**src/cpsf_pkg.sv**
```systemverilog
// Shared constants for the camera parallel-to-serial front end.
// Assumes a 50 MHz reference clock; the hold and range counts are derived from its period.
package cpsf_pkg;

    // ------------------------------------------------------------------
    // Clock and widths
    // ------------------------------------------------------------------
    localparam int         REF_PERIOD_PS = 20000;          // Reference clock period
    localparam int         PIX_W         = 8;              // Pixel bus width
    localparam int         PER_W         = 8;              // Pixel period counter width
    localparam int         LINE_W        = 11;             // Line counter width
    localparam int         BIT_CNT_W     = 4;              // Bits-left counter width
    localparam logic [3:0] BITS_PER_PIX  = 4'h8;           // Serial bits per pixel
    localparam int         HALF_SHIFT    = 4;              // Half bit = period / 16

    // ------------------------------------------------------------------
    // Transmit enable glitch filter
    // ------------------------------------------------------------------
    localparam int TRANSMIT_ENABLE_HOLD_NS = 10000;                   // Hold time, 10 us
    // More than the hold time: floor of the count plus one cycle
    localparam int TRANSMIT_ENABLE_HOLD_INT = (TRANSMIT_ENABLE_HOLD_NS * 1000) / REF_PERIOD_PS + 1;
    localparam logic [9:0] TRANSMIT_ENABLE_HOLD_CYC = 10'(TRANSMIT_ENABLE_HOLD_INT);
    localparam logic [1:0] START_FILL_CYC = 2'h2;          // Synchroniser fill time

    // ------------------------------------------------------------------
    // Pixel clock ranges, in kHz, and their periods in reference cycles
    // ------------------------------------------------------------------
    localparam longint PS_PER_KHZ  = 1000000000;           // Picoseconds in 1/kHz
    localparam longint R0_MIN_KHZ  = 3500;                 // Range 0 slowest
    localparam longint R0_MAX_KHZ  = 13000;                // Range 0 fastest
    localparam longint R1_MIN_KHZ  = 7000;                 // Range 1 slowest
    localparam longint R1_MAX_KHZ  = 27000;                // Range 1 fastest
    // Longest period rounds down, shortest rounds up
    localparam logic [7:0] R0_PER_MAX = 8'(PS_PER_KHZ / (R0_MIN_KHZ * REF_PERIOD_PS));
    localparam logic [7:0] R0_PER_MIN =
        8'((PS_PER_KHZ + R0_MAX_KHZ * REF_PERIOD_PS - 1) / (R0_MAX_KHZ * REF_PERIOD_PS));
    localparam logic [7:0] R1_PER_MAX = 8'(PS_PER_KHZ / (R1_MIN_KHZ * REF_PERIOD_PS));
    localparam logic [7:0] R1_PER_MIN =
        8'((PS_PER_KHZ + R1_MAX_KHZ * REF_PERIOD_PS - 1) / (R1_MAX_KHZ * REF_PERIOD_PS));

    // ------------------------------------------------------------------
    // Reset values
    // ------------------------------------------------------------------
    localparam logic [7:0] PER_RST  = 8'h00;               // Measured period
    localparam logic [7:0] HALF_RST = 8'h01;               // Half-bit counter

endpackage : cpsf_pkg

```
**src/cpsf_front.sv**
```systemverilog
// Camera parallel-to-serial front end: pixel capture, enable filter,
// range check, line counting and one serial data and clock lane.
// Assumes camera pins and static pins are asynchronous to REF_CLK_I.
`timescale 1ns/100ps
module cpsf_front (
    input  wire logic                      REF_CLK_I,                  // 50 MHz clock
    input  wire logic                      RSTN_I,                     // Async reset, low
    input  wire logic                      CE_I,                       // Clock enable
    input  wire logic                      PIXEL_CLOCK_I,              // Camera pixel clock
    input  wire logic [cpsf_pkg::PIX_W-1:0] PIXEL_DATA_IN_I,           // Pixel byte
    input  wire logic                      FRAME_SYNC_I,               // Frame sync, high
    input  wire logic                      LINE_SYNC_I,                // Line sync, high
    input  wire logic                      TRANSMIT_ENABLE_I,          // Transmitter on
    input  wire logic                      FREQUENCY_RANGE_SELECT_I,   // Pixel clock band
    input  wire logic                      LINE_COUNT_MODE_I,          // Line counting on
    output logic                           SER_DATA_O,                 // Serial data
    output logic                           SER_DATA_OE_O,              // Data drive enable
    output logic                           SER_CLK_O,                  // Serial clock
    output logic                           SER_CLK_OE_O,               // Clock drive enable
    output logic                           TX_ACTIVE_O,                // Transmitter running
    output logic                           RANGE_OK_O,                 // Period in band
    output logic                           FRAME_END_O,                // Frame end pulse
    output logic [cpsf_pkg::LINE_W-1:0]    LINE_COUNT_O                // Lines in last frame
);

    // ------------------------------------------------------------------
    // Functions
    // ------------------------------------------------------------------
    // True when a measured period lies inside the selected band
    function automatic logic in_band(input logic [7:0] per, input logic sel);
        return sel ? ((per >= cpsf_pkg::R1_PER_MIN) && (per <= cpsf_pkg::R1_PER_MAX))
                   : ((per >= cpsf_pkg::R0_PER_MIN) && (per <= cpsf_pkg::R0_PER_MAX));
    endfunction : in_band

    // ------------------------------------------------------------------
    // Reset release
    // ------------------------------------------------------------------
    logic rst_s1_reg;                                              // Release stage one
    logic rst_n;                                                   // Released reset

    // Assert at once, release after two clean edges
    always_ff @(posedge REF_CLK_I or negedge RSTN_I) begin
        if (!RSTN_I) begin
            rst_s1_reg <= 1'b0;
            rst_n      <= 1'b0;
        end else begin
            rst_s1_reg <= 1'b1;
            rst_n      <= rst_s1_reg;
        end
    end

    // ------------------------------------------------------------------
    // Input synchronisers
    // ------------------------------------------------------------------
    localparam int SYNC_W = cpsf_pkg::PIX_W + 6;                   // Camera and static pin inputs
    logic [SYNC_W-1:0] sync1_reg, sync2_reg;                       // Two-stage pipes
    logic [SYNC_W-1:0] sync1_next, sync2_next;                     // Next values
    logic              pclk_d_reg, pclk_d_next;                    // Delayed pixel clock
    logic [7:0]        data_s;                                     // Synced pixel byte
    logic              pclk_s, fsync_s, lsync_s, transmit_enable_s, frequency_range_select_s, mode_s;
    logic              pix_fall;                                   // Pixel clock fell

    assign {mode_s, frequency_range_select_s, transmit_enable_s, lsync_s, fsync_s, pclk_s, data_s} = sync2_reg;
    assign pix_fall = pclk_d_reg & ~pclk_s;

    // Next values for the synchroniser pipes
    always_comb begin
        sync1_next  = {LINE_COUNT_MODE_I, FREQUENCY_RANGE_SELECT_I, TRANSMIT_ENABLE_I,
                       LINE_SYNC_I, FRAME_SYNC_I, PIXEL_CLOCK_I, PIXEL_DATA_IN_I};
        sync2_next  = sync1_reg;
        pclk_d_next = pclk_s;
    end

    // Register the synchronisers
    always_ff @(posedge REF_CLK_I or negedge rst_n) begin
        if (!rst_n) begin
            sync1_reg  <= '0;
            sync2_reg  <= '0;
            pclk_d_reg <= 1'b0;
        end else if (CE_I) begin
            sync1_reg  <= sync1_next;
            sync2_reg  <= sync2_next;
            pclk_d_reg <= pclk_d_next;
        end
    end

    // ------------------------------------------------------------------
    // Transmit enable filter
    // ------------------------------------------------------------------
    logic       tx_en_reg, tx_en_next;                             // Filtered enable
    logic [9:0] flt_cnt_reg, flt_cnt_next;                         // Steady-level count
    logic [1:0] start_cnt_reg, start_cnt_next;                     // Startup fill count
    logic       started_reg, started_next;                         // Startup done

    // Filter the enable; the first level after start is taken at once
    always_comb begin
        tx_en_next     = tx_en_reg;
        flt_cnt_next   = '0;
        start_cnt_next = start_cnt_reg;
        started_next   = started_reg;
        if (!started_reg) begin
            if (start_cnt_reg == cpsf_pkg::START_FILL_CYC) begin
                started_next = 1'b1;
                tx_en_next   = transmit_enable_s;
            end else begin
                start_cnt_next = start_cnt_reg + 2'h1;
            end
        end else if (transmit_enable_s != tx_en_reg) begin
            // Spikes shorter than the hold time restart the count
            if (flt_cnt_reg == cpsf_pkg::TRANSMIT_ENABLE_HOLD_CYC - 10'h001) begin
                tx_en_next = transmit_enable_s;
            end else begin
                flt_cnt_next = flt_cnt_reg + 10'h001;
            end
        end
    end

    // Register the filter state
    always_ff @(posedge REF_CLK_I or negedge rst_n) begin
        if (!rst_n) begin
            tx_en_reg     <= 1'b0;
            flt_cnt_reg   <= '0;
            start_cnt_reg <= '0;
            started_reg   <= 1'b0;
        end else if (CE_I) begin
            tx_en_reg     <= tx_en_next;
            flt_cnt_reg   <= flt_cnt_next;
            start_cnt_reg <= start_cnt_next;
            started_reg   <= started_next;
        end
    end

    // ------------------------------------------------------------------
    // Pixel capture, period measure, range and line counting
    // ------------------------------------------------------------------
    logic [7:0]  pix_reg, pix_next;                                // Captured byte
    logic        fs_reg, fs_next, ls_reg, ls_next;                 // Captured syncs
    logic        load_reg, load_next;                              // Byte ready for shifter
    logic [7:0]  per_cnt_reg, per_cnt_next, per_reg, per_next;     // Period in cycles
    logic        range_reg, range_next;                            // In selected band
    logic [10:0] line_cnt_reg, line_cnt_next;                      // Lines in frame
    logic [10:0] line_out_reg, line_out_next;                      // Count of last frame
    logic        fend_reg, fend_next;                              // Frame end pulse
    logic        fs_fell, ls_fell;                                 // Sync falls this pixel

    assign fs_fell = fs_reg & ~fsync_s;
    assign ls_fell = ls_reg & ~lsync_s;

    // Sample byte, syncs and period on the pixel clock fall only; range flag every cycle
    always_comb begin
        pix_next      = pix_reg;
        fs_next       = fs_reg;
        ls_next       = ls_reg;
        load_next     = pix_fall;
        per_cnt_next  = (per_cnt_reg == 8'hFF) ? per_cnt_reg : per_cnt_reg + 8'h01;
        per_next      = per_reg;
        range_next    = in_band(per_reg, frequency_range_select_s);
        line_cnt_next = line_cnt_reg;
        line_out_next = line_out_reg;
        fend_next     = 1'b0;
        if (pix_fall) begin
            pix_next     = data_s;
            fs_next      = fsync_s;
            ls_next      = lsync_s;
            per_next     = (per_cnt_reg == 8'hFF) ? per_cnt_reg : per_cnt_reg + 8'h01;
            per_cnt_next = '0;
            if (fsync_s && !fs_reg) begin
                line_cnt_next = '0;                                // New frame
            end else if (ls_fell && (line_cnt_reg != 11'h7FF)) begin
                line_cnt_next = line_cnt_reg + 11'h001;
            end
            // Counting lets frame end stand apart from the last line end
            if (fs_fell && (mode_s || ls_fell)) begin
                fend_next     = 1'b1;
                line_out_next = line_cnt_next;                     // Saturating count
            end
        end
    end

    // Register the capture state
    always_ff @(posedge REF_CLK_I or negedge rst_n) begin
        if (!rst_n) begin
            pix_reg      <= '0;
            fs_reg       <= 1'b0;
            ls_reg       <= 1'b0;
            load_reg     <= 1'b0;
            per_cnt_reg  <= cpsf_pkg::PER_RST;
            per_reg      <= cpsf_pkg::PER_RST;
            range_reg    <= 1'b0;
            line_cnt_reg <= '0;
            line_out_reg <= '0;
            fend_reg     <= 1'b0;
        end else if (CE_I) begin
            pix_reg      <= pix_next;
            fs_reg       <= fs_next;
            ls_reg       <= ls_next;
            load_reg     <= load_next;
            per_cnt_reg  <= per_cnt_next;
            per_reg      <= per_next;
            range_reg    <= range_next;
            line_cnt_reg <= line_cnt_next;
            line_out_reg <= line_out_next;
            fend_reg     <= fend_next;
        end
    end

    // ------------------------------------------------------------------
    // Serial lane
    // ------------------------------------------------------------------
    logic [7:0] shift_reg, shift_next;                             // Bits to send
    logic [3:0] left_reg, left_next;                               // Bits still to send
    logic [7:0] half_reg, half_next;                               // Half-bit counter
    logic       sclk_reg, sclk_next;                               // Serial clock
    logic       sdat_reg, sdat_next;                               // Serial data
    logic [7:0] half_lim;                                          // Half-bit length

    // A sixteenth of the pixel period, never below one cycle
    assign half_lim = ((per_reg >> cpsf_pkg::HALF_SHIFT) == 8'h00) ? 8'h01
                    : (per_reg >> cpsf_pkg::HALF_SHIFT);

    // Shift MSB first; while enabled, data moves only when the serial clock falls
    always_comb begin
        shift_next = shift_reg;
        left_next  = left_reg;
        half_next  = half_reg;
        sclk_next  = sclk_reg;
        sdat_next  = sdat_reg;
        if (!tx_en_reg) begin
            // Shutdown: clock stopped low, lane idle
            shift_next = '0;
            left_next  = '0;
            half_next  = cpsf_pkg::HALF_RST;
            sclk_next  = 1'b0;
            sdat_next  = 1'b0;
        end else begin
            if (half_reg >= half_lim) begin
                half_next = cpsf_pkg::HALF_RST;
                sclk_next = ~sclk_reg;
                if (sclk_reg) begin
                    // Falling serial clock: present next bit for the rise
                    sdat_next  = (left_reg != 4'h0) ? shift_reg[7] : 1'b0;
                    shift_next = {shift_reg[6:0], 1'b0};
                    left_next  = (left_reg != 4'h0) ? left_reg - 4'h1 : 4'h0;
                end
            end else begin
                half_next = half_reg + 8'h01;
            end
            // A new byte replaces whatever remains of the old one
            if (load_reg) begin
                shift_next = pix_reg;
                left_next  = cpsf_pkg::BITS_PER_PIX;
            end
        end
    end

    // Register the serial lane
    always_ff @(posedge REF_CLK_I or negedge rst_n) begin
        if (!rst_n) begin
            shift_reg <= '0;
            left_reg  <= '0;
            half_reg  <= cpsf_pkg::HALF_RST;
            sclk_reg  <= 1'b0;
            sdat_reg  <= 1'b0;
        end else if (CE_I) begin
            shift_reg <= shift_next;
            left_reg  <= left_next;
            half_reg  <= half_next;
            sclk_reg  <= sclk_next;
            sdat_reg  <= sdat_next;
        end
    end

    // ------------------------------------------------------------------
    // Outputs
    // ------------------------------------------------------------------
    assign SER_DATA_O    = sdat_reg;
    assign SER_DATA_OE_O = tx_en_reg;
    assign SER_CLK_O     = sclk_reg;
    assign SER_CLK_OE_O  = tx_en_reg;
    assign TX_ACTIVE_O   = tx_en_reg;
    assign RANGE_OK_O    = range_reg;
    assign FRAME_END_O   = fend_reg;
    assign LINE_COUNT_O  = line_out_reg;

    // ------------------------------------------------------------------
    // Assertions
    // ------------------------------------------------------------------
    a_pixel_capture: assert property (@(posedge REF_CLK_I) disable iff (!rst_n)
        (CE_I && pix_fall) |=> (pix_reg == $past(data_s)))
        else $error("pixel byte not taken on pixel clock fall");
    a_frame_sync_sample: assert property (@(posedge REF_CLK_I) disable iff (!rst_n)
        (CE_I && pix_fall) |=> (fs_reg == $past(fsync_s)))
        else $error("frame sync not sampled on pixel clock fall");
    a_line_sync_sample: assert property (@(posedge REF_CLK_I) disable iff (!rst_n)
        (CE_I && !pix_fall) |=> $stable(ls_reg))
        else $error("line sync changed away from pixel clock fall");
    a_data_on_fall: assert property (@(posedge REF_CLK_I) disable iff (!rst_n)
        (tx_en_reg && $past(tx_en_reg) && $changed(sdat_reg)) |-> $fell(sclk_reg))
        else $error("serial data moved outside a serial clock fall");
    a_drive_off: assert property (@(posedge REF_CLK_I) disable iff (!rst_n)
        (!TX_ACTIVE_O && $past(!TX_ACTIVE_O && CE_I))
            |-> (!SER_DATA_OE_O && !SER_CLK_OE_O && !SER_DATA_O))
        else $error("serial lane driven while transmitter off");
    a_shutdown_idle: assert property (@(posedge REF_CLK_I) disable iff (!rst_n)
        (CE_I && !tx_en_reg) |=> (!sclk_reg && !sdat_reg && (left_reg == 4'h0)))
        else $error("serial clock still running in shutdown");
    a_filter_hold: assert property (@(posedge REF_CLK_I) disable iff (!rst_n)
        ($changed(tx_en_reg) && $past(started_reg))
            |-> ($past(flt_cnt_reg) == cpsf_pkg::TRANSMIT_ENABLE_HOLD_CYC - 10'h001))
        else $error("enable changed before hold time expired");
    a_powerup_direct: assert property (@(posedge REF_CLK_I) disable iff (!rst_n)
        $rose(started_reg) |-> (tx_en_reg == $past(transmit_enable_s)))
        else $error("start-up enable not taken from pin at once");
    a_range_check: assert property (@(posedge REF_CLK_I) disable iff (!rst_n)
        $past(CE_I) |-> (range_reg == in_band($past(per_reg), $past(frequency_range_select_s))))
        else $error("range flag does not match selected band");
    a_frame_end_mode: assert property (@(posedge REF_CLK_I) disable iff (!rst_n)
        (CE_I && pix_fall && fs_fell && !mode_s && !ls_fell) |=> !fend_reg)
        else $error("frame end flagged without counting and without line end");
    a_eight_bits: assert property (@(posedge REF_CLK_I) disable iff (!rst_n)
        (CE_I && tx_en_reg && load_reg) |=> (left_reg == cpsf_pkg::BITS_PER_PIX))
        else $error("serializer not loaded with eight bits");

endmodule : cpsf_front

```
**config.mk**
```make
export PLATFORM = sky130hd
export DESIGN_NAME = cpsf_front
export DESIGN_NICKNAME = d
export VERILOG_FILES = /design/src/cpsf_pkg.sv /design/src/cpsf_front.sv
export SDC_FILE = /design/constraint.sdc
export NUM_CORES = 1
export LEC_CHECK = 0
export ABC_CLOCK_PERIOD_IN_PS = 7500
export BUFFER_PORTS_ARGS = -buffer_cell sky130_fd_sc_hd__buf_2
export CORE_MARGIN = 2
export CORE_UTILIZATION = 30
export CTS_CLUSTER_DIAMETER = 80
export DETAILED_ROUTE_END_ITERATION = 6
export GPL_ROUTABILITY_DRIVEN = 0
export PLACE_DENSITY = 0.46
export SLEW_MARGIN = 20
export SYNTH_ARGS = -nofsm -noshare
export SYNTH_HDL_FRONTEND = slang
export SYNTH_SLANG_ARGS = --single-unit
```
**constraint.sdc**
```tcl
create_clock -name REF_CLK_I -period 7.5 [get_ports REF_CLK_I]
set_input_delay 0.75 -clock REF_CLK_I [delete_from_list [all_inputs] [get_ports REF_CLK_I]]
set_output_delay 0.75 -clock REF_CLK_I [all_outputs]
set_load 0.05 [all_outputs]
```
-- After elaboration in Yosys (flattened, before gate mapping)
Cells that the tools add are included.
- eq/ne operators: 11
- $add $sub $neg: 6
- muxes and demuxes: 34
- $lt $le $gt $ge: 5
- reductions and logical operators: 17
- bitwise logic cells: 9
- operator list (kind ; number):
    $mux W8 ; 8
    $mux W10 ; 3
    $mux W4 ; 6
    $mux W11 ; 2
    $add A8 B1 Y8 const B ; 2
    $mux W1 ; 15
    $reduce_and A3 Y1 ; 4
    $add A11 B1 Y11 const B ; 1
    $ne A11 B11 Y1 const B ; 1
    $add A10 B1 Y10 const B ; 1
    $eq A10 B9 Y1 const B ; 1
    $eq A8 B8 Y1 const B ; 1
    $ge A8 B2 Y1 const B ; 1
    $ge A8 B3 Y1 const B ; 1
    $ge A8 B4 Y1 ; 1
    $le A8 B3 Y1 const B ; 1
    $le A8 B4 Y1 const B ; 1
    $logic_not A8 Y1 ; 1
    $ne A2 B1 Y1 const B ; 4
    $ne A3 B1 Y1 const B ; 2
    $not A1 Y1 ; 6
    $logic_and A1 B1 Y1 ; 5
    $reduce_and A2 Y1 ; 2
    $reduce_and A4 Y1 ; 1
    9 further kinds ; 11
- output and inout port bits: 18
- logic and storage cells: 106
- bits in registers: 118

-- Longest topological paths before layout
Gate-level depths: netlist of run 1.
- word-level depth: 6
- gate-level depth with buffers: 9

-- Least setup slack after synthesis of run 1
Ideal clock, no wire load.
- path kind: register to register
- start point: reg per_reg[5]
- end point: reg left_reg[3]
- cell stages (with the launch flop): 10
- slack: 5.482 ns
- arrival: 1.897 ns
- setup time: 0.122 ns
- period minus slack after synthesis: 2.018 ns
- data required time: 7.378 ns
- buffers on the path: 1
- cell sequence: dfrtp_1 > nor4_1 > or2_2 > ha_1 > nor2b_1 > o21ai_1 > a211oi_2 > buf_4 > nor2_1 > a32o_1
- word-level cells in the longest chain between the ends: 5
- ends and longest elaborated chain (item ; RTL line ; source):
    start, declared ; cpsf_front.sv:139 ; logic [7:0] per_cnt_reg, per_cnt_next, per_reg, per_next;
    start signal, assigned ; cpsf_front.sv:188 ; per_reg <= cpsf_pkg::PER_RST;
    start signal, assigned ; cpsf_front.sv:199 ; per_reg <= per_next;
    $logic_not A8 Y1 ; cpsf_front.sv:218 ; assign half_lim = ((per_reg >> cpsf_pkg::HALF_SHIFT) == 8'h00) ? 8'h01
    $mux W4 (*) ; cpsf_front.sv:218 ;
    $ge A8 B4 Y1 (*) ; cpsf_front.sv:236 ; if (half_reg >= half_lim) begin
    $ne A3 B1 Y1 (no source line) (*) ; n/a ;
    $reduce_and A3 Y1 (no source line) (*) ; n/a ;
    end signal, assigned ; cpsf_front.sv:266 ; left_reg <= left_next;
    end, declared ; cpsf_front.sv:211 ; logic [3:0] left_reg, left_next;
Mark *: on every way between the ends. The rest lies on a longest branch, timed or not.
A chain may end at the register's enable or synchronous reset.

-- Worst setup path in the final report of run 1
- start point: in CE_I
- end point: reg line_out_reg[3] (netlist: LINE_COUNT_O[3])
- word-level cells in the longest chain between the ends: 1
- ends and longest elaborated chain (item ; RTL line ; source):
    start, declared ; cpsf_front.sv:8 ; input wire logic CE_I,
    $reduce_and A3 Y1 (no source line) ; n/a ;
    end signal, assigned ; cpsf_front.sv:202 ; line_out_reg <= line_out_next;
    end, declared ; cpsf_front.sv:142 ; logic [10:0] line_out_reg, line_out_next;
No other way between the ends.

==> implementation parameters, run 1 <==
Parameter                              Value

Clocking
  Root buffer selected by CTS    clkbuf_16
  Clock tree sinks    118
  Number of CTS-inserted buffers    17
  Source-to-sink clock delay at the later pin of the worst-skew pair    410 ps
  Htree depth    4
  Buffer levels on the longest clock path    2
  Number of instances resized during post-cts repair    0
  Post-cts hold buffer count    0
  Clock-pin slew on the worst setup and hold paths    50 ps
  TritonCTS clock tree    yes
  Number of post-CTS setup repair buffers    0

Placement
  Count of port buffers added during placement    34
  Cell area after placement    6038 sq um
  HPWL Detailed    7878 um

Setup path
  Launching element type of the critical path    input pin
  Cell count of the worst reg-to-reg path    8
  Endpoint class of the critical path    register
  Worst endpoint data arrival time    2850 ps
  Critical Path Fanout Max    22
  R2r startpoint    per_reg[4]$_DFFE_PN0P_
  Endpoint of the lowest-slack register-to-register path    left_reg[3]$_DFFE_PN0P_
  Crit path required time    7790 ps
  Flop-to-flop setup slack    5000 ps
  Worst Path Class, Setup    input pin to register

Route
  Total number of vias    4,058
  Vias per Instance    4.919
  Starting DRT DRC Count    218
  Remaining number of nets flagged by the antenna check after routing    0
  DRC violation count after routing    0
  1st-pass router iterations    4
  Routed length per placed instance    14.48 um
  Final routed wirelength across all metal layers    11,950 um

STA
  Hold WS    114.1 ps
  Worst slew slack as a fraction of its limit    0.3029
  Final period utilization    0.3414
  Max-slew violations    0
  Final period demand of the worst path    2561 ps
  Final count of hold timing violations    0
  Slew at the pin with the worst max-slew slack    1035 ps
  Setup skew after layout    8.870 ps
  Setup Total Neg Slack    0 ps
  Final setup violation count    0
  Peak Freq    390.5 MHz
  Setup repair after global routing missed its margin    false

Floorplan
  Die area    20,050 sq um
  Placeable core area    18,640 sq um
  Initial core utilization    0.3046
  Die X    141.6 um
  IO Pins    35
  Height of the die    141.6 um
  Standard-cell rows    50

Synth
  Asr flop ratio synth    1.000
  Top_reg_cell synth    dfrtp_1
  Cell type with the largest total area after synthesis    dfrtp_1
  Count of flip-flops with a built-in enable after synthesis    0
  Distinct cells, synth    60
  Fraction of the yosys area taken by sequential cells    0.5202
  Average cell area after synthesis    10.29 sq um
  Cell types occupying the most area after synthesis    dfrtp_1 (52%), mux2_2 (7.5%), nand2_1 (5.6%)
  Cell area after technology mapping    5679 sq um
  Nets in the synthesized netlist    581
  Yosys synthesis warning count    0
  Flip-flop and latch count after synthesis    118
  Area share of the leading cell type in the synthesized netlist    0.5155
  Gate count of the mapped netlist    552

Finish
  Share of post-route cells with drive strength above 1    0.2098
  Final Instance Area    6638 sq um
  Number of nets in the layout    607
  Post-route core utilization    0.3560
  Area growth from synthesis to layout    16.88%
  Final antenna diode count    0

GRT
  Initial antenna violation count    0
  Maximum number of pins on one net before global-route repair    78
  First-pass GRT wire length    20,680 um
  Number of global-route vias before repair    4,127
  Remaining global-route overflow    0
  GRT Util Overall    0.1313

Min path
  Class of the tightest hold or removal check    input pin to async pin

Pwr
  Share of total power in combinational logic    0.222
  Switching power as a share of total power    0.3219
  P per Cell Area    319.3 nW/um^2
  Worst supply voltage drop on vdd    164.0 uV
  Final Total Pwr    2.119 mW
  Clock network fraction of design power    0.374
  Psw    0.6822 mW
  Sequential share of power    0.404
  Internal power consumption    1.437 mW
  Leakage power summed over all cells    2.889 nW

Outcome
  Status    complete, no violations

Job
  Count of maximum capacitance violations    0
power by group through the flow:
stage	combinational [mW]	clock [mW]	sequential, mW
after floorplan	0.334	0	0.884
after global placement	0.466	0	0.867
after detailed placement	0.474	0	0.869
after CTS	0.476	0.818	0.859
after global routing	0.536	0.851	0.879
final	0.470	0.792	0.857
cell families after synthesis:
kind of cell | Yosys count | share of synthesized area
AO/OA/AOI/OAI | 121 | 0.1406
flip-flops | 118 | 0.5202
XOR/XNOR | 21 | 0.03239
multiplexers | 45 | 0.08857
AND/OR/NAND/NOR | 185 | 0.1540
adder cells (fa/ha/maj) | 12 | 0.02644
buffers and inverters | 49 | 0.03723
other | 1 | 0.0006603
cell type report:
cell class	count	area, sq um
fillers	1888	12010
clock inverters	12	128.9
flip-flops and latches	118	2958
inverters	18	67.56
multi-input cells	385	2530
clock buffers	20	456.7
repair buffers	38	203.9
well taps	234	292.8
Yosys cell counts (2+ instances only):
master     count
dfrtp_1      117
nand2_1       85
o21ai_0       49
mux2_2        38
nor2_1        33
inv_1         18
o31ai_1       18
a21oi_1       16
nand3_1       16
buf_2         12
clkbuf_1      12
ha_1          12
xor2_1        12
nand4_1        9
xnor2_1        9
a31oi_1        8
and3_1         7
mux2i_1        6
and2_1         5
nor2b_1        4
a21o_1         3
a22o_1         3
a32o_1         3
buf_1          3
buf_4          3
nand2b_1       3
nand4b_1       3
nor3_1         3
o2bb2ai_1      3
o41ai_1        3
a211oi_1       2
nor4_1         2
o2111ai_1      2
o21ai_1        2
or2_1          2
or3_1          2
worst max-delay path by stage:
stage                      startpoint                           to  cells after the start
3_5_place_dp                     CE_I  LINE_COUNT_O[3]$_DFFE_PN0P_                      5
3_3_place_gp                     CE_I  LINE_COUNT_O[3]$_DFFE_PN0P_                      5
2_1_floorplan         rst_n$_DFF_PN0_      FRAME_END_O$_DFFE_PN0P_                      0
6_report                         CE_I  LINE_COUNT_O[3]$_DFFE_PN0P_                      5
5_1_grt                          CE_I  LINE_COUNT_O[3]$_DFFE_PN0P_                      5
4_1_cts        per_reg[4]$_DFFE_PN0P_     shift_reg[2]$_DFFE_PN0P_                      8
routing by layer:
metal | wire (um) | vias up | share of wire | global-route usage
met2 | 5345 | 40 | 0.45 | 0.2029
met4 | 82 | 0 | 0.0069 | 0.04211
met5 | 0 | - | 0 | 0
met3 | 300 | 5 | 0.025 | 0.03645
met1 | 6219 | 2014 | 0.52 | 0.1792
li1 | - | 1999 | - | -
stage by stage:
step,cells,worst slack (ps)
final,825,4939
after global placement,793,4465
after floorplan,552,3971
after global routing,825,4702
after detailed placement,793,4445
after CTS,825,4709
cells in the final DEF (no fill, tap or decap), types with 4 or more instances in the layout:
cell / synthesis / layout
nor2b_1: 4 / 4
o31ai_1: 18 / 18
nand4_1: 9 / 9
inv_1: 18 / 18
a31oi_1: 8 / 8
clkinvlp_4: 0 / 6
nand2_1: 85 / 85
and2_1: 5 / 5
mux2_2: 38 / 38
xor2_1: 12 / 12
a21oi_1: 16 / 16
dfrtp_1: 117 / 116
nor2_1: 33 / 32
o21ai_0: 49 / 49
nand3_1: 16 / 16
xnor2_1: 9 / 9
buf_2: 12 / 34
mux2i_1: 6 / 6
ha_1: 12 / 12
and3_1: 7 / 7
clkbuf_16: 0 / 17
worst max-delay path, cell delays in order:
cell	delay [ps]
buf_2	90
inv_1	190
nor2_2	700
o2111ai_2	640
mux2_2	470
Power figures use the tool's default switching activity.
==> run 2: changes to the inputs <==
ABC_CLOCK_PERIOD_IN_PS = 2080   (was 7500)
PLACE_DENSITY = 0.48   (was 0.46)
clock period = 2.08 ns   (was 7.5 ns; I/O delays follow)
==> run 2 against run 1 <==
  * Non-clock buffer count grew 20
  * Worst hold slack lost 85 ps
  * First-iteration DRC count shrank 6.9%
  * Combinational power grew to 4.2 times the previous value
  * Die area is the same
  * Final cell count grew 2.2%
  * Clock skew grew 1.2 ps
  * Register-to-register slack lost 5000 ps
  * Global-route usage shrank 0.42 points
  * Utilization grew 1.5 points
  * Final area grew 4.2%
  * Total power grew to 3.8 times the previous value
  * Critical path type is now register to register
  * Critical endpoint is now SER_CLK_O$_DFFE_PN0P_
  * Largest power group unchanged
  * Highest routed layer unchanged
==> implementation parameters, run 2 (synthesized netlist as in run 1, its figures left out) <==
Parameter                              Value

Placement
  Cell area after placement    6196 sq um (+2.6%)
  Inst Count DP    809 (+2.0%)
  Count of port buffers added during placement    34 (unchanged)
  HPWL Detailed    7837 um (-0.53%)

Job
  Count of maximum capacitance violations    0 (unchanged)

Setup path
  Endpoint class of the critical path    register
  Worst Path Class, Setup    register to register
  Crit path required time    2370 ps (-5420 ps)
  Launching element type of the critical path    register
  Critical Path Fanout Max    4 (-82%)
  Critical-path cell with the highest stage delay    dfrtp_1
  Worst path cell trace    nor4_4 > or2_4 > ha_4 > nor2b_2 > o21ai_2 > buf_4 > a22o_4 > mux2_4
  Critical path's largest stage delay    400 ps (-300 ps)
  Cell count of the worst reg-to-reg path    8 (unchanged)
  Worst endpoint data arrival time    2350 ps (-500 ps)

Clocking
  Htree depth    4 (unchanged)
  Source-to-sink clock delay at the later pin of the worst-skew pair    410 ps (about the same)
  Clock tree sinks    118 (unchanged)
  Root buffer selected by CTS    clkbuf_16
  Buffer levels on the longest clock path    2 (unchanged)
  TritonCTS clock tree    yes
  Clock-pin slew on the worst setup and hold paths    50 ps (about the same)
  Number of CTS-inserted buffers    17 (unchanged)

Finish
  Number of nets in the layout    627 (+3.3%)
  Most used cells in the layout excluding fill and tap cells    dfrtp_1 (116), nand2_1 (85), o21ai_0 (46)
  Share of post-route cells with drive strength above 1    0.2414 (+0.03157)
  Cell Count, Final, Fillers Out    843 (+2.2%)
  Most common cell after layout, fill and taps aside    dfrtp_1
  Final antenna diode count    0 (unchanged)
  Final Instance Area    6919 sq um (+4.2%)
  Area growth from synthesis to layout    21.83%
  Post-route core utilization    0.3711 (+0.01510)

Route
  Vias per Instance    4.923 (about the same)
  Routed length per placed instance    14.12 um (-2.5%)
  Total number of vias    4,150 (+2.3%)
  DRC violation count after routing    0 (unchanged)
  Starting DRT DRC Count    203 (-6.9%)
  Final routed wirelength across all metal layers    11,910 um (-0.37%)
  Remaining number of nets flagged by the antenna check after routing    0 (unchanged)
  1st-pass router iterations    4 (unchanged)

GRT
  Remaining global-route overflow    0 (unchanged)
  Global routing met3 resource utilization    0.03442 (-0.002025)
  First-pass GRT wire length    20,240 um (-2.1%)
  GRT busiest layer    met2
  Initial antenna violation count    0 (unchanged)
  Met1 global-route usage    0.1671 (-0.01207)
  Number of global-route vias before repair    4,094 (-0.80%)
  GRT Util Overall    0.1271 (-0.004169)
  Maximum number of pins on one net before global-route repair    66 (-15%)
  GR met2 Demand/Resource    0.1998 (-0.003066)

Floorplan
  Die X    141.6 um (unchanged)
  Die area    20,050 sq um (unchanged)
  Placeable core area    18,640 sq um (unchanged)
  Standard-cell rows    50 (unchanged)
  Initial core utilization    0.3046 (unchanged)
  IO Pins    35 (unchanged)
  Height of the die    141.6 um (unchanged)

STA
  Final count of hold timing violations    0 (unchanged)
  Setup skew after layout    10.06 ps (+1.186 ps)
  Peak Freq    484.6 MHz
  Final period demand of the worst path    2063 ps
  Final setup violation count    0 (unchanged)
  Setup repair after global routing missed its margin    true
  Final period utilization    0.9920
  Max-slew violations    0 (unchanged)
  Worst slew slack as a fraction of its limit    0.5748 (+0.2719)
  Slew at the pin with the worst max-slew slack    633.6 ps (-401.2 ps)
  Hold WS    29.56 ps (-84.52 ps)

Pwr
  Psw    2.492 mW (+270%)
  Worst supply voltage drop on vdd    602.4 uV (+270%)
  Clock network fraction of design power    0.373 (about the same)
  Leakage power summed over all cells    3.046 nW (+5.4%)
  Switching power as a share of total power    0.3089 (-0.01305)
  P per Cell Area    1166 nW/um^2 (+270%)
  Share of total power in combinational logic    0.242 (+0.020)
  Internal power consumption    5.575 mW (+290%)
  Sequential share of power    0.384 (-0.020)
  Final Total Pwr    8.067 mW (+280%)

Outcome
  Status    complete, no violations

Min path
  Instance count along the most critical hold path    2
  Class of the tightest hold or removal check    input pin to register
[run 2: cell types whose count changed in the layout (fill, tap and decap cells not counted), moves of 3 or more]
| cell | delta |
|---|---|
| buf_4 | +14 |
| clkinvlp_4 | -4 |
| buf_12 | +3 |
| o21ai_0 | -3 |
[run 2: layer usage]
metal / share of wire / vias to the layer above
met5: 0 / -
met2: 0.45 / 49
met4: 0.015 / 0
met1: 0.50 / 2044
li1: - / 2046
met3: 0.031 / 11
[run 2: power by group through the flow]
stage	clock, mW	sequential, mW	combinational, mW
finish	3.01	3.10	1.96
global route	3.19	3.17	2.18
CTS	3.10	3.09	1.85
detailed placement	0	3.12	1.81
global placement	0	3.11	1.77
floorplan	0	3.19	1.21
[run 2: worst paths after layout]
path	startpoint	end	slack [ps]
setup / recovery	per_reg[6]$_DFFE_PN0P_	SER_CLK_O$_DFFE_PN0P_	20
hold / removal	TRANSMIT_ENABLE_I	sync1_reg[11]$_DFFE_PN0P_	30
setup reg to reg	per_reg[6]$_DFFE_PN0P_	SER_CLK_O$_DFFE_PN0P_	20
hold reg to reg	rst_n$_DFF_PN0_	flt_cnt_reg[4]$_DFFE_PN0P_	250
max in group asynchronous	rst_n$_DFF_PN0_	half_reg[0]$_DFFE_PN1P_	1190
min in group asynchronous	RSTN_I	rst_n$_DFF_PN0_	110
[run 2: critical path: cells and delay by family, from the launching register on]
family          cells  cell delay, ps
mux                 1             300
compound gates      2             320
flops               1             400
simple gates        3             600
fa+ha+maj           1             190
buf+inv             1             150
[run 2: timing repair]
| item | 4_1_cts | 5_1_grt |
|---|---|---|
| hold buffers | 1 | 0 |
| endpoints found under the setup margin | 21 | 21 |
| setup buffers | 0 | 1 |
| endpoints found under the hold margin | 2 | 0 |
| pin swaps | 1 | 9 |
| gates resized for setup | 3 | 18 |
| gates cloned | 0 | 2 |
[run 2: final cells by class]
cell class              instances  area [sq um]
fillers                      1862         11720
flip-flops and latches        118          2958
multi-input cells             385          2595
clock buffers                  21         450.4
repair buffers                 58         401.6
well taps                     234         292.8
clock inverters                 9         153.9
inverters                      18         67.56
[run 2: stage by stage]
| step | setup slack [ps] | setup TNS, ps |
|---|---|---|
| final | 16.60 | 0 |
| after global routing | -54.80 | -192.4 |
| after CTS | -10.53 | -13.74 |
| after detailed placement | -114.4 | -958.7 |
| after global placement | -21.50 | -21.50 |
| after floorplan | 61.93 | 0 |
==> run 3: changes to the inputs <==
RECOVER_POWER = 100   (was not set)
SETUP_SLACK_MARGIN = 0.5   (was not set)
==> run 3 against run 2 <==
  * First-iteration DRC count fell by 19%
  * Via count grew 4.1%
  * Non-clock buffer count up 41
  * Total power grew 8.8%
  * Routed wire length increased by 7.9%
  * Setup slack lost 11 ps
  * Worst hold slack got worse by 12 ps
  * Die area unchanged
  * Utilization increased by 3.8 points
==> implementation parameters, run 3 (synthesized netlist as in run 1, its figures left out) <==
Parameter                              Value

Placement
  HPWL Detailed    7999 um (+2.1%)
  Count of port buffers added during placement    34 (unchanged)
  Inst Count DP    806 (-0.37%)
  Setup Slack @ Placement    -25.83 ps (+88.59 ps)

STA
  Final period utilization    0.9972 (+0.005213)
  Max-slew violations    0 (unchanged)
  Peak Freq    482.1 MHz (-0.52%)
  Setup repair after global routing missed its margin    true
  Final count of hold timing violations    0 (unchanged)
  Final setup violation count    0 (unchanged)
  Final worst-path setup slack    5.760 ps (-10.84 ps)
  Slew at the pin with the worst max-slew slack    1285 ps (+651.9 ps)
  Worst slew slack as a fraction of its limit    0.1430 (-0.4318)
  Final period demand of the worst path    2074 ps (+10.84 ps)
  Setup skew after layout    6.698 ps (-3.359 ps)

Finish
  Share of post-route cells with drive strength above 1    0.3512 (+0.1098)
  Multi-input combinational cell area    2952 sq um (+14%)
  Final antenna diode count    0 (unchanged)
  Area taken by flip-flops and latches    2964 sq um (+0.21%)
  Fill cell total of the finished layout    1,823 (-2.1%)
  Most common cell after layout, fill and taps aside    dfrtp_1
  Cell Count, Final, Fillers Out    886 (+5.1%)
  Area growth from synthesis to layout    34.35%
  Most used cells in the layout excluding fill and tap cells    dfrtp_1 (111), nand2_1 (83), buf_4 (45)
  Number of nets in the layout    668 (+6.5%)

Route
  1st-pass router iterations    4 (unchanged)
  Starting DRT DRC Count    164 (-19%)
  Vias per Instance    4.875 (-0.98%)
  Routed length per placed instance    14.50 um (+2.7%)
  Total number of vias    4,319 (+4.1%)
  Final routed wirelength across all metal layers    12,850 um (+7.9%)
  Remaining number of nets flagged by the antenna check after routing    0 (unchanged)
  DRC violation count after routing    0 (unchanged)

GRT
  Number of global-route vias before repair    4,322 (+5.6%)
  Maximum number of pins on one net before global-route repair    48 (-27%)
  Initial antenna violation count    0 (unchanged)
  Remaining global-route overflow    0 (unchanged)
  GRT Util Overall    0.1341 (+0.006965)
  First-pass GRT wire length    21,350 um (+5.5%)

Pwr
  Clock network fraction of design power    0.348 (-0.025)
  Final Total Pwr    8.778 mW (+8.8%)
  Switching power as a share of total power    0.3259 (+0.01700)
  Leakage power summed over all cells    3.268 nW (+7.3%)
  P per Cell Area    1151 nW/um^2 (-1.3%)
  Psw    2.861 mW (+15%)
  Internal power consumption    5.918 mW (+6.1%)
  Share of total power in combinational logic    0.290 (+0.048)
  Sequential share of power    0.362 (-0.022)
  Worst supply voltage drop on vdd    633.2 uV (+5.1%)

Floorplan
  Die area    20,050 sq um (unchanged)
  Die X    141.6 um (unchanged)
  IO Pins    35 (unchanged)
  Standard-cell rows    50 (unchanged)
  Initial core utilization    0.3046 (unchanged)
  Height of the die    141.6 um (unchanged)
  Placeable core area    18,640 sq um (unchanged)

Setup path
  Endpoint of the lowest-slack register-to-register path    shift_reg[6]$_DFFE_PN0P_
  R2r startpoint    per_reg[7]$_DFFE_PN0P_
  Critical Path Fanout Max    5 (+1)
  Flop-to-flop setup slack    6 ps (about the same)
  Crit path required time    2370 ps (about the same)
  Launching element type of the critical path    register
  Worst endpoint data arrival time    2370 ps (+20 ps)
  Cell count of the worst reg-to-reg path    9 (+1)
  Endpoint class of the critical path    register
  Worst Path Class, Setup    register to register

Clocking
  Clock-pin slew on the worst setup and hold paths    60 ps (about the same)
  Buffer levels on the longest clock path    2 (unchanged)
  Root buffer selected by CTS    clkbuf_16
  Number of CTS-inserted buffers    17 (unchanged)
  Htree depth    4 (unchanged)
  TritonCTS clock tree    yes
  Clock tree sinks    118 (unchanged)
  Source-to-sink clock delay at the later pin of the worst-skew pair    420 ps (about the same)

Outcome
  Status    complete, no violations

Min path
  Capture endpoint of the worst hold path    sync1_reg[4]$_DFFE_PN0P_
  Instance count along the most critical hold path    2 (unchanged)
  Class of the tightest hold or removal check    input pin to register
  Source of the worst hold timing path    PIXEL_DATA_IN_I[4]

Job
  Count of maximum capacitance violations    0 (unchanged)
-- run 3: cell types whose count changed in the layout (fill, tap and decap cells not counted), sizes merged --
cell | before | now
clkinvlp | 2 | 3
buf | 57 | 76
clkinv | 3 | 5
bufinv | 4 | 3
clkbuf | 21 | 40
inv | 18 | 20
dlygate4sd3 | 1 | 2
-- run 3: worst max-delay path by stage --
stage                      startpoint                  endpoint  slack (ps)
2_1_floorplan  per_reg[5]$_DFFE_PN0P_   left_reg[3]$_DFFE_PN0P_         120
3_3_place_gp   per_reg[4]$_DFFE_PN0P_   left_reg[2]$_DFFE_PN0P_          70
3_5_place_dp   per_reg[5]$_DFFE_PN0P_   left_reg[0]$_DFFE_PN0P_         -30
4_1_cts        per_reg[6]$_DFFE_PN0P_   left_reg[1]$_DFFE_PN0P_          20
5_1_grt        per_reg[7]$_DFFE_PN0P_   left_reg[2]$_DFFE_PN0P_        -110
6_report       per_reg[7]$_DFFE_PN0P_  shift_reg[6]$_DFFE_PN0P_           6
-- run 3: layout make-up --
| cell class | count | area share |
|---|---|---|
| Tap cell | 234 | 0.03837 |
| Sequential cell | 118 | 0.3885 |
| Inverter | 18 | 0.008855 |
| Clock inverter | 13 | 0.02230 |
| Clock buffer | 19 | 0.05936 |
| Timing Repair Buffer | 99 | 0.09577 |
| Multi-Input combinational cell | 385 | 0.3868 |
-- run 3: per-layer routing --
layer	wire length (um)	vias to the layer above	share of wire	GRT usage
li1	-	2129	-	-
met1	6142	2123	0.48	0.1770
met2	6092	60	0.47	0.2085
met3	490	7	0.038	0.04084
met4	122	0	0.0095	0.04947
met5	0	-	0	0
-- run 3: per-stage QoR --
step | TNS, ps | util | instance area, sq um | hold WS [ps]
2_1_floorplan | 0 | - | 5748 | -87.59
3_3_place_gp | 0 | 0.3338 | 6223 | -5.794
3_5_place_dp | -71.73 | 0.3338 | 6223 | -2.978
4_1_cts | 0 | 0.3859 | 7194 | 0.8860
5_1_grt | -2654 | 0.4093 | 7630 | 4.240
6_report | 0 | 0.4093 | 7630 | 17.81
-- run 3: timing repair --
action | CTS | global route
hold endpoints to repair | 3 | 0
hold buffers | 2 | 0
pin swaps | 23 | 35
setup buffers | 17 | 26
setup endpoints to repair | 64 | 58
resized for setup | 57 | 68
gates cloned | 2 | 1
-- run 3: power groups by stage --
stage	Combinational (mW)	Clock (mW)	Sequential, mW
after floorplan	1.27	0	3.20
after global placement	1.72	0	3.17
after detailed placement	1.77	0	3.19
after CTS	2.25	3.13	3.16
after global routing	2.82	3.24	3.25
final	2.55	3.05	3.18
-- run 3: critical path, stage by stage, from the launching register on --
cell,delay (ps)
dfrtp_1,420
nor4_4,300
or2_4,170
ha_4,200
nor2b_4,130
o21ai_4,80
a211oi_4,220
buf_6,160
buf_2,170
o31ai_1,100
